==> src/rtl/iri_pkg.sv <==
// shared constants and types for interrupt routing and pin indication
package iri_pkg;

	// ----------------------------------------------------------------
	// register offsets
	// ----------------------------------------------------------------
	localparam logic [7:0] ADDR_ROUTE = 8'h71;
	localparam logic [7:0] ADDR_STYLE = 8'h72;
	localparam logic [7:0] ADDR_STAT_A = 8'h77;
	localparam logic [7:0] ADDR_STAT_B = 8'h78;

	// ----------------------------------------------------------------
	// field layout and reset values
	// ----------------------------------------------------------------
	localparam int unsigned ROUTE_W = 3;
	localparam int unsigned DSP3_LSB = 4;
	localparam int unsigned DSP4_LSB = 0;
	localparam logic [7:0] ROUTE_MASK = 8'h77;
	localparam logic [7:0] ROUTE_RST = 8'h00;
	localparam logic [2:0] ROUTE_NONE = 3'h0;
	localparam int unsigned STYLE_W = 2;
	localparam int unsigned STYLE_PIN1_LSB = 6;
	localparam logic [7:0] STYLE_RST = 8'h00;
	localparam int unsigned NUM_PINS = 4;

	// ----------------------------------------------------------------
	// timing
	// ----------------------------------------------------------------
	localparam int unsigned CLK_FREQ_MHZ = 200;
	localparam int unsigned PULSE_TIME_US = 2000;
	localparam int unsigned PERIOD_TIME_US = 4000;
	localparam int unsigned PULSE_CYC = PULSE_TIME_US * CLK_FREQ_MHZ;
	localparam int unsigned PERIOD_CYC = PERIOD_TIME_US * CLK_FREQ_MHZ;

	// ----------------------------------------------------------------
	// enumerations
	// ----------------------------------------------------------------
	typedef enum logic [1:0] {
		IRI_STYLE_ONE_SHOT = 2'h0,
		IRI_STYLE_REPEAT = 2'h1,
		IRI_STYLE_LEVEL = 2'h2,
		IRI_STYLE_LIVE = 2'h3
	} iri_style_e;

	typedef enum logic [1:0] {
		IRI_PH_IDLE = 2'b00,
		IRI_PH_HIGH = 2'b01,
		IRI_PH_LOW = 2'b11
	} iri_phase_e;

	// ----------------------------------------------------------------
	// register access request
	// ----------------------------------------------------------------
	typedef struct packed {
		logic wr;
		logic rd;
		logic [7:0] addr;
		logic [7:0] wdata;
	} iri_req_s;

endpackage

==> src/rtl/iri_pin_indicator.sv <==
// one interrupt pin: pulse, repeated pulse, level or live indication
`timescale 1ns/1ps
module iri_pin_indicator #(
	parameter int unsigned PULSE_CYC = iri_pkg::PULSE_CYC,
	parameter int unsigned PERIOD_CYC = iri_pkg::PERIOD_CYC
) (
	input wire logic clk_i,
	input wire logic rst_i,
	input wire logic ce_i,
	input wire logic [1:0] style_i,
	input wire logic live_i,
	input wire logic event_i,
	input wire logic held_i,
	output logic pin_o
);

	localparam int unsigned CW = $clog2(PERIOD_CYC + 1);
	localparam logic [CW-1:0] PULSE_LAST = CW'(PULSE_CYC - 1);
	localparam logic [CW-1:0] GAP_LAST = CW'(PERIOD_CYC - PULSE_CYC - 1);

	typedef struct packed {
		iri_pkg::iri_phase_e phase;
		logic [CW-1:0] cnt;
		logic pin;
	} iri_ind_s;

	iri_ind_s q;
	iri_ind_s next_q;
	logic start;

	// ----------------------------------------------------------------
	// pulse timer
	// ----------------------------------------------------------------
	// one shot fires on a fresh edge; repeat restarts while status held
	always_comb begin
		next_q = q;
		start = (style_i == iri_pkg::IRI_STYLE_ONE_SHOT && event_i) ||
			(style_i == iri_pkg::IRI_STYLE_REPEAT && held_i);
		case (q.phase)
			iri_pkg::IRI_PH_IDLE: begin
				if (start) begin
					next_q.phase = iri_pkg::IRI_PH_HIGH; // RULE_06
					next_q.cnt = '0;
				end
			end
			iri_pkg::IRI_PH_HIGH: begin
				if (q.cnt == PULSE_LAST) begin // RULE_12
					next_q.cnt = '0;
					next_q.phase = (style_i == iri_pkg::IRI_STYLE_REPEAT) ?
						iri_pkg::IRI_PH_LOW : iri_pkg::IRI_PH_IDLE;
				end else begin
					next_q.cnt = q.cnt + 1'b1;
				end
			end
			iri_pkg::IRI_PH_LOW: begin
				if (q.cnt == GAP_LAST) begin // RULE_07
					next_q.cnt = '0;
					next_q.phase = held_i ? iri_pkg::IRI_PH_HIGH : iri_pkg::IRI_PH_IDLE;
				end else begin
					next_q.cnt = q.cnt + 1'b1;
				end
			end
			default: begin
				next_q.phase = iri_pkg::IRI_PH_IDLE;
				next_q.cnt = '0;
			end
		endcase
		// leaving a pulsed style drops any pulse in flight
		if (style_i == iri_pkg::IRI_STYLE_LEVEL || style_i == iri_pkg::IRI_STYLE_LIVE) begin
			next_q.phase = iri_pkg::IRI_PH_IDLE;
			next_q.cnt = '0;
		end
		if (style_i == iri_pkg::IRI_STYLE_LEVEL) begin
			next_q.pin = held_i; // RULE_08
		end else if (style_i == iri_pkg::IRI_STYLE_LIVE) begin
			next_q.pin = live_i; // RULE_09
		end else begin
			next_q.pin = (next_q.phase == iri_pkg::IRI_PH_HIGH);
		end
	end

	// state register, frozen while clock enable is low
	always_ff @(posedge clk_i) begin
		if (rst_i) begin
			q <= '{phase: iri_pkg::IRI_PH_IDLE, cnt: '0, pin: 1'b0};
		end else if (ce_i) begin
			q <= next_q;
		end
	end

	assign pin_o = q.pin;

	// ----------------------------------------------------------------
	// checks
	// ----------------------------------------------------------------
	pulse_width_a: assert property (@(posedge clk_i) disable iff (rst_i || !ce_i) // RULE_06
		(q.phase == iri_pkg::IRI_PH_HIGH) |-> (q.cnt <= PULSE_LAST && q.pin))
		else $error("pulse counter beyond pulse width");
	pulse_end_a: assert property (@(posedge clk_i) disable iff (rst_i || !ce_i) // RULE_12
		(q.phase == iri_pkg::IRI_PH_HIGH && q.cnt == PULSE_LAST &&
		style_i == iri_pkg::IRI_STYLE_ONE_SHOT) |=> (!q.pin && q.phase == iri_pkg::IRI_PH_IDLE))
		else $error("one shot pulse did not end on time");
	repeat_again_a: assert property (@(posedge clk_i) disable iff (rst_i || !ce_i) // RULE_07
		(q.phase == iri_pkg::IRI_PH_LOW && q.cnt == GAP_LAST && held_i &&
		style_i == iri_pkg::IRI_STYLE_REPEAT) |=> (q.pin && q.cnt == '0))
		else $error("repeat pulse did not restart after gap");
	shot_start_a: assert property (@(posedge clk_i) disable iff (rst_i || !ce_i) // RULE_06
		(q.phase == iri_pkg::IRI_PH_IDLE && event_i &&
		style_i == iri_pkg::IRI_STYLE_ONE_SHOT) |=> q.pin)
		else $error("one shot pulse not started");

endmodule

==> src/rtl/iri_route_top.sv <==
// interrupt routing registers, sticky status and four indication pins
//
// Overview of operation
// [RULE_01] dsp interrupt three goes to the pin chosen by route bits 6:4, 0 meaning no pin, reset 0.
// [RULE_02] dsp interrupt four goes to the pin chosen by route bits 2:0, 0 meaning no pin, reset 0.
// [RULE_03] the host never writes route codes 5 to 7, which reach no pin here.
// [RULE_04] pin one style sits in bits 7:6 and pin two style in bits 5:4, both reset 0.
// [RULE_05] pin three style sits in bits 3:2 and pin four style in bits 1:0, both reset 0.
// [RULE_06] style 0 gives one 2 ms high pulse per interrupt.
// [RULE_07] style 1 repeats 2 ms high pulses every 4 ms until the status is read clear.
// [RULE_08] style 2 holds the pin high until the status is read clear.
// [RULE_09] style 3 copies the live combined interrupt value onto the pin.
// [RULE_10] every source uses the same three bit route encoding in its own field.
// [RULE_11] routed sources set sticky bits, each pin ORs its sources, and a read clears the bits.
// [RULE_12] pulse width and period come from cycle counters on the block clock.
`timescale 1ns/1ps
module iri_route_top #(
	parameter int unsigned PULSE_CYC = iri_pkg::PULSE_CYC,
	parameter int unsigned PERIOD_CYC = iri_pkg::PERIOD_CYC
) (
	input wire logic clk_i,
	input wire logic rst_i,
	input wire logic ce_i,
	input wire iri_pkg::iri_req_s req_i,
	input wire logic dsp_irq3_i,
	input wire logic dsp_irq4_i,
	output logic [7:0] rdata_o,
	output logic rvalid_o,
	output logic irq_pin_one_o,
	output logic irq_pin_two_o,
	output logic irq_pin_three_o,
	output logic irq_pin_four_o
);

	// ----------------------------------------------------------------
	// elaboration checks
	// ----------------------------------------------------------------
	if (PULSE_CYC < 1 || PERIOD_CYC <= PULSE_CYC) begin : g_bad_timing
		$error("pulse must be at least one cycle and shorter than the period");
	end

	typedef struct packed {
		logic [7:0] route;
		logic [7:0] style;
		logic sticky_a;
		logic sticky_b;
		logic [iri_pkg::NUM_PINS-1:0] live_q;
		logic [7:0] rdata;
		logic rvalid;
	} iri_top_s;

	iri_top_s q;
	iri_top_s next_q;
	logic [2:0] sel3;
	logic [2:0] sel4;
	logic [iri_pkg::NUM_PINS-1:0] live;
	logic [iri_pkg::NUM_PINS-1:0] held;
	logic [iri_pkg::NUM_PINS-1:0] pins;
	logic routed3;
	logic routed4;
	logic rd_a;
	logic rd_b;

	// ----------------------------------------------------------------
	// routing decode
	// ----------------------------------------------------------------
	// shared by every source field; reserved codes match no pin
	function automatic logic route_hits(input logic [2:0] sel, input logic [2:0] code);
		route_hits = (sel == code); // RULE_10
	endfunction

	function automatic logic route_valid(input logic [2:0] sel);
		route_valid = (sel != iri_pkg::ROUTE_NONE) && (sel <= 3'(iri_pkg::NUM_PINS)); // RULE_03
	endfunction

	// field extraction
	assign sel3 = q.route[iri_pkg::DSP3_LSB +: iri_pkg::ROUTE_W]; // RULE_01
	assign sel4 = q.route[iri_pkg::DSP4_LSB +: iri_pkg::ROUTE_W]; // RULE_02
	assign routed3 = route_valid(sel3);
	assign routed4 = route_valid(sel4);

	// per pin: combined live value, held status, indicator instance
	for (genvar p = 0; p < iri_pkg::NUM_PINS; p++) begin : g_pin
		localparam int unsigned STYLE_LSB = iri_pkg::STYLE_PIN1_LSB - iri_pkg::STYLE_W * p;
		localparam logic [2:0] CODE = 3'(p + 1);
		// live OR of every source steered here
		assign live[p] = (dsp_irq3_i && route_hits(sel3, CODE)) || // RULE_11
			(dsp_irq4_i && route_hits(sel4, CODE));
		assign held[p] = (q.sticky_a && route_hits(sel3, CODE)) ||
			(q.sticky_b && route_hits(sel4, CODE));
		iri_pin_indicator #(
			.PULSE_CYC(PULSE_CYC),
			.PERIOD_CYC(PERIOD_CYC)
		) u_ind (
			.clk_i(clk_i),
			.rst_i(rst_i),
			.ce_i(ce_i),
			.style_i(q.style[STYLE_LSB +: iri_pkg::STYLE_W]), // RULE_04 RULE_05
			.live_i(live[p]),
			.event_i(live[p] && !q.live_q[p]),
			.held_i(held[p]),
			.pin_o(pins[p])
		);
	end

	// ----------------------------------------------------------------
	// register access and sticky status
	// ----------------------------------------------------------------
	assign rd_a = req_i.rd && (req_i.addr == iri_pkg::ADDR_STAT_A);
	assign rd_b = req_i.rd && (req_i.addr == iri_pkg::ADDR_STAT_B);

	// a source asserting in the clearing read cycle wins, so no event is lost
	always_comb begin
		next_q = q;
		next_q.rvalid = 1'b0;
		if (req_i.wr) begin
			if (req_i.addr == iri_pkg::ADDR_ROUTE) begin
				next_q.route = req_i.wdata & iri_pkg::ROUTE_MASK; // RULE_01 RULE_02
			end else if (req_i.addr == iri_pkg::ADDR_STYLE) begin
				next_q.style = req_i.wdata; // RULE_04 RULE_05
			end
		end
		if (req_i.rd) begin
			next_q.rvalid = 1'b1;
			if (req_i.addr == iri_pkg::ADDR_ROUTE) begin
				next_q.rdata = q.route;
			end else if (req_i.addr == iri_pkg::ADDR_STYLE) begin
				next_q.rdata = q.style;
			end else if (req_i.addr == iri_pkg::ADDR_STAT_A) begin
				next_q.rdata = {7'h00, q.sticky_a};
			end else if (req_i.addr == iri_pkg::ADDR_STAT_B) begin
				next_q.rdata = {7'h00, q.sticky_b};
			end else begin
				next_q.rdata = 8'h00;
			end
		end
		next_q.sticky_a = (q.sticky_a && !rd_a) || (dsp_irq3_i && routed3); // RULE_11
		next_q.sticky_b = (q.sticky_b && !rd_b) || (dsp_irq4_i && routed4); // RULE_11
		next_q.live_q = live;
	end

	// state register, frozen while clock enable is low
	always_ff @(posedge clk_i) begin
		if (rst_i) begin
			q <= '{route: iri_pkg::ROUTE_RST, style: iri_pkg::STYLE_RST, sticky_a: 1'b0,
				sticky_b: 1'b0, live_q: '0, rdata: 8'h00, rvalid: 1'b0};
		end else if (ce_i) begin
			q <= next_q;
		end
	end

	// outputs, all from flip-flops
	assign rdata_o = q.rdata;
	assign rvalid_o = q.rvalid;
	assign irq_pin_one_o = pins[0];
	assign irq_pin_two_o = pins[1];
	assign irq_pin_three_o = pins[2];
	assign irq_pin_four_o = pins[3];

	// ----------------------------------------------------------------
	// checks
	// ----------------------------------------------------------------
	route_write_a: assert property (@(posedge clk_i) disable iff (rst_i || !ce_i) // RULE_01
		(req_i.wr && req_i.addr == iri_pkg::ADDR_ROUTE) |=>
		(q.route == ($past(req_i.wdata) & 8'h77)))
		else $error("route register did not take the write");
	dsp3_route_a: assert property (@(posedge clk_i) disable iff (rst_i) // RULE_01
		(sel3 == 3'h4 && dsp_irq3_i) |-> live[3])
		else $error("dsp three not routed to pin four");
	dsp4_route_a: assert property (@(posedge clk_i) disable iff (rst_i) // RULE_02
		(sel4 == 3'h2 && dsp_irq4_i) |-> (live[1] && !live[0]))
		else $error("dsp four not routed to pin two alone");
	reserved_none_a: assert property (@(posedge clk_i) disable iff (rst_i) // RULE_03
		(sel3 > 3'h4 && sel4 == 3'h0) |-> (live == 4'h0 && held == 4'h0))
		else $error("reserved route code reached a pin");
	sticky_set_a: assert property (@(posedge clk_i) disable iff (rst_i || !ce_i) // RULE_11
		(dsp_irq3_i && routed3) |=> q.sticky_a)
		else $error("sticky bit missed a routed source");
	read_clear_a: assert property (@(posedge clk_i) disable iff (rst_i || !ce_i) // RULE_11
		(rd_b && !(dsp_irq4_i && routed4)) |=> (!q.sticky_b && q.rvalid))
		else $error("status read did not clear sticky bit");
	live_copy_a: assert property (@(posedge clk_i) disable iff (rst_i || !ce_i) // RULE_09
		(q.style[7:6] == 2'h3) |=> (irq_pin_one_o == $past(live[0])))
		else $error("live style pin does not follow interrupt");
	level_hold_a: assert property (@(posedge clk_i) disable iff (rst_i || !ce_i) // RULE_08
		(q.style[5:4] == 2'h2) |=> (irq_pin_two_o == $past(held[1])))
		else $error("level style pin does not follow status");

	// register side: writes land at the taken edge, reads return the value before it
	style_write_a: assert property (@(posedge clk_i) disable iff (rst_i || !ce_i) // RULE_04
		(req_i.wr && req_i.addr == iri_pkg::ADDR_STYLE) |=> (q.style == $past(req_i.wdata)))
		else $error("style register did not take the write");
	style_read_a: assert property (@(posedge clk_i) disable iff (rst_i || !ce_i) // RULE_05
		(req_i.rd && req_i.addr == iri_pkg::ADDR_STYLE) |=> (rdata_o == $past(q.style)))
		else $error("style readback wrong");
	route_read_a: assert property (@(posedge clk_i) disable iff (rst_i || !ce_i) // RULE_02
		(req_i.rd && req_i.addr == iri_pkg::ADDR_ROUTE) |=>
		(rdata_o == $past(q.route)))
		else $error("route readback wrong");
	status_read_a: assert property (@(posedge clk_i) disable iff (rst_i || !ce_i) // RULE_11
		rd_a |=>
		(rdata_o == {7'h00, $past(q.sticky_a)}))
		else $error("status readback wrong");
	rvalid_idle_a: assert property (@(posedge clk_i) disable iff (rst_i || !ce_i) // RULE_04
		(!req_i.rd) |=> !rvalid_o)
		else $error("read valid without a read");
	// sticky side: set by a routed source, cleared by its own read; then unrouted sources reach no pin
	sticky_b_set_a: assert property (@(posedge clk_i) disable iff (rst_i || !ce_i) // RULE_11
		(dsp_irq4_i && routed4) |=> q.sticky_b)
		else $error("sticky bit b missed a routed source");
	clear_a_read_a: assert property (@(posedge clk_i) disable iff (rst_i || !ce_i) // RULE_11
		(rd_a && !(dsp_irq3_i && routed3)) |=> !q.sticky_a)
		else $error("status read did not clear sticky bit a");
	route_quiet_a: assert property (@(posedge clk_i) disable iff (rst_i) // RULE_10
		(!routed3 && !routed4) |-> (live == 4'h0))
		else $error("unrouted source reached a pin");
	// the whole register struct holds while ce_i is low; a dropped edge is better than a half step
	ce_freeze_a: assert property (@(posedge clk_i) disable iff (rst_i) // RULE_12
		(!ce_i) |=> (q == $past(q)))
		else $error("state moved while clock enable low");

endmodule

==> config.mk <==
export PLATFORM = sky130hd
export DESIGN_NAME = iri_route_top
export DESIGN_NICKNAME = d
export VERILOG_FILES = /design/src/rtl/iri_pkg.sv /design/src/rtl/iri_pin_indicator.sv /design/src/rtl/iri_route_top.sv
export SDC_FILE = /design/constraint.sdc
export NUM_CORES = 1
export LEC_CHECK = 0
export ABC_CLOCK_PERIOD_IN_PS = 2700
export BUFFER_PORTS_ARGS = -buffer_cell sky130_fd_sc_hd__buf_2
export CAP_MARGIN = 5
export CORE_ASPECT_RATIO = 2
export CORE_MARGIN = 4
export CORE_UTILIZATION = 55
export DETAILED_ROUTE_END_ITERATION = 12
export PLACE_DENSITY = 0.73
export RECOVER_POWER = 50
export SKIP_LAST_GASP = 1
export SLEW_MARGIN = 40
export SYNTH_ARGS = -nofsm -noshare
export SYNTH_HDL_FRONTEND = slang
export SYNTH_SLANG_ARGS = --single-unit
==> constraint.sdc <==
create_clock -name clk_i -period 2.7 [get_ports clk_i]
set_clock_uncertainty 0.05 [all_clocks]
set_input_delay 0.54 -clock clk_i [delete_from_list [all_inputs] [get_ports clk_i]]
set_output_delay 0.54 -clock clk_i [all_outputs]
set_load 0.02 [all_outputs]
==> run_results.csv <==
group,metric,value,unit
synth,synth_edf_count,0,
final_layout,multiInputGateArea,3710,um^2
floorplanning,initial_core_util,0.564,
cts,clock_latency,0.41,ns
critical_path,cp.required,2.99,ns
sta,worst_pin_slew,1.12,ns
grt,grt_use_total,0.264,
cts,clock-root-buffer,"clkbuf_16",
route,ant_nets,0,
sta,period_share,0.923,
route,num_vias,6501,
sta,timing.fmax,0.401,GHz
synth,async_reset_ff_frac,0,
sta,tns,0,ns
route,post-route-drc-count,0,
critical_path,start_kind,"register",
cts,cts_max_path_buffers,2,
floorplanning,core-area,11400,um^2
cts,numCtsBuffers,17,
cts,h-tree-depth,4,
route,dr.pass1.iters,5,
critical_path,crit_type,"reg -> reg",
cts,holdBufCountCts,0,
final_layout,final_common_cell,"dfxtp_1",
critical_path,r2r_start,"q[28]",
critical_path,arrival,2.79,ns
grt,grt_pass1_vias,6463,
final_layout,fin_nets,868,
final_layout,nFillCells,1004,
synth,synth_seq_area_share,0.376,
placed_design,dp_slack,0.135,ns
sta,drv_slew,0,
final_layout,area_growth,16.2,%
hold_path,hold_end,"q[18]",
grt,grt_start_max_net_pins,41,
floorplanning,boundaryPins,36,
placed_design,gp_congestion,0.896,
placed_design,portBuffers,35,
synth,synth_area_per_cell,8.17,um^2
grt,grt_pass1_wl,29700,um
sta,maxSlewHeadroom,0.250,
synth,synth_area,6450,um^2
sta,finalHoldViolations,0,
route,avgRoutedWirePerCell,18.0,um
cts,path_clk_slew,0.06,ns
grt,met3_usage,0.0444,
cts,postCtsSetupBuffers,0,
synth,postSynthCellCount,789,
synth,synth_seq_cells,121,
grt,gr-total-overflow,0,
grt,busiest_layer,"met2",
final_layout,final_cell_mix,"121 x dfxtp_1, 83 x a21oi_1, 63 x nor2_1, 46 x o21ai_0, 43 x nand2_1",
critical_path,reg2reg_slack,0.21,ns
pwr,powerDensity,608,nW/um^2
critical_path,crit_path_end_kind,"register",
placed_design,hpwl,12600,um
critical_path,rr_worst_depth,6,
floorplanning,fp.dieH,161,um
floorplanning,die-area,13600,um^2
synth,synth_cell_types,65,
critical_path,worstPathMaxFanout,20,
grt,met2_usage,0.510,
outcome,outcome,"finished clean",
synth,synth_nets,818,
pwr,ir_worst_vdd,0.521,mV
sta,setup_slack,0.207,ns
placed_design,place_area,6910,um^2
final_layout,drive_gt1_frac,0.121,
floorplanning,die_x,84.6,um
route,routed_wl,17900,um
flow_run,drv_cap,0,
route,viasPerCell,6.54,
cts,clock-sinks,121,
hold_path,hold_path_class,"in -> reg",
grt,use_met1,0.252,
hold_path,hold_start,"req_i[3]",
cts,cts_tree,"done",
critical_path,r2r_end,"g_pin[0].u_ind.q[4]",
pwr,p_leak,2.42,nW
final_layout,design_area,7490,um^2
route,drt_iter0_drc,340,
synth,synth.yosys.warnings,0,
sta,rsz0062_at_grt,"no",
synth,dominantRegCellSynth,"dfxtp_1",
sta,post-route-min-period,2.49,ns
hold_path,min_path_cells,3,
final_layout,n_antenna_cell,0,
sta,setup_viol,0,
final_layout,register_area,2420,um^2
grt,antenna_found_initial,0,
cts,ctsResizeCount,0,
floorplanning,rows,55,
## sequential cells by signal (all words and copies together), names as in the netlist
name / flops
g_pin.u_ind.q: 88
q: 20
rdata_o: 8
g_pin.u_ind.pin_o: 4
rvalid_o: 1
## cell families (layout without fill, tap and decap cells)
family / after synthesis / count (layout) / share of synthesized area
fa+ha+maj: 6 / 6 / 0.0116
simple gates: 331 / 331 / 0.294
mux: 18 / 18 / 0.0281
compound gates: 233 / 233 / 0.230
flops: 121 / 121 / 0.376
buf+inv: 69 / 132 / 0.0458
xor+xnor: 11 / 11 / 0.0149
## per-stage QoR
stage | power [mW] | hold slack [ns] | utilization | instances
after CTS | 4.58 | 0.313 | 0.662 | 994
final | 4.55 | 0.314 | 0.656 | 994
after global placement | 2.05 | 0.391 | 0.604 | 962
after global routing | 4.68 | 0.332 | 0.656 | 994
after detailed placement | 2.05 | 0.402 | 0.605 | 962
after floorplan | 1.98 | 0.382 | - | 789
## Yosys cell counts, drive strengths merged, types with 11 or more instances
master	n	share of area
a211oi	11	0.013
a21oi	83	0.064
buf	20	0.017
clkbuf	23	0.013
dfxtp	121	0.38
inv	26	0.015
mux2i	17	0.026
nand2	43	0.025
nand3	27	0.021
nand4	29	0.028
nor2	63	0.037
nor3	27	0.021
o21ai	46	0.036
o31ai	33	0.039
or3	35	0.034
or4	38	0.044
## power breakdown
| part | total [mW] | leakage (nW) | internal [mW] | switching (mW) |
|---|---|---|---|---|
| Clock | 2.54 | 0.310 | 1.67 | 0.870 |
| Sequential | 1.82 | 0.978 | 1.80 | 0.0156 |
| Combinational | 0.192 | 1.13 | 0.0629 | 0.129 |
| Total | 4.55 | 2.42 | 3.54 | 1.01 |
## layout make-up
| class | count | share of cell area |
|---|---|---|
| Clock inverter | 13 | 0.0289 |
| Clock buffer | 19 | 0.0591 |
| Tap cell | 142 | 0.0237 |
| Inverter | 26 | 0.0130 |
| Multi-Input combinational cell | 599 | 0.496 |
| Sequential cell | 121 | 0.323 |
| Timing Repair Buffer | 74 | 0.0563 |
## critical path: stages (launching register included)
cell and delay [ns]:
dfxtp_1 0.52, nor4bb_1 0.16, o21a_1 0.27, o31ai_2 0.94
buf_4 0.26, o21ai_0 0.09, a21oi_1 0.13
## metal layers
metal | routed length [um] | vias up
met5 | 0 | -
met4 | 836 | 0
met3 | 600 | 76
met2 | 10300 | 191
met1 | 6230 | 3111
li1 | - | 3123
## worst max-delay path by stage
stage                          start              endpoint  slack [ns]  cells past startpoint
after global routing           q[28]   g_pin[0].u_ind.q[4]        0.04                      6
after CTS                      q[29]  g_pin[2].u_ind.q[10]        0.24                      6
after global placement    dsp_irq3_i   g_pin[0].u_ind.q[3]        0.19                      7
after detailed placement  dsp_irq3_i  g_pin[2].u_ind.q[10]        0.13                      7
after floorplan                q[24]  g_pin[3].u_ind.q[12]        0.45                      8
final                          q[28]   g_pin[0].u_ind.q[4]        0.21                      6
Power figures use the tool's default switching activity.
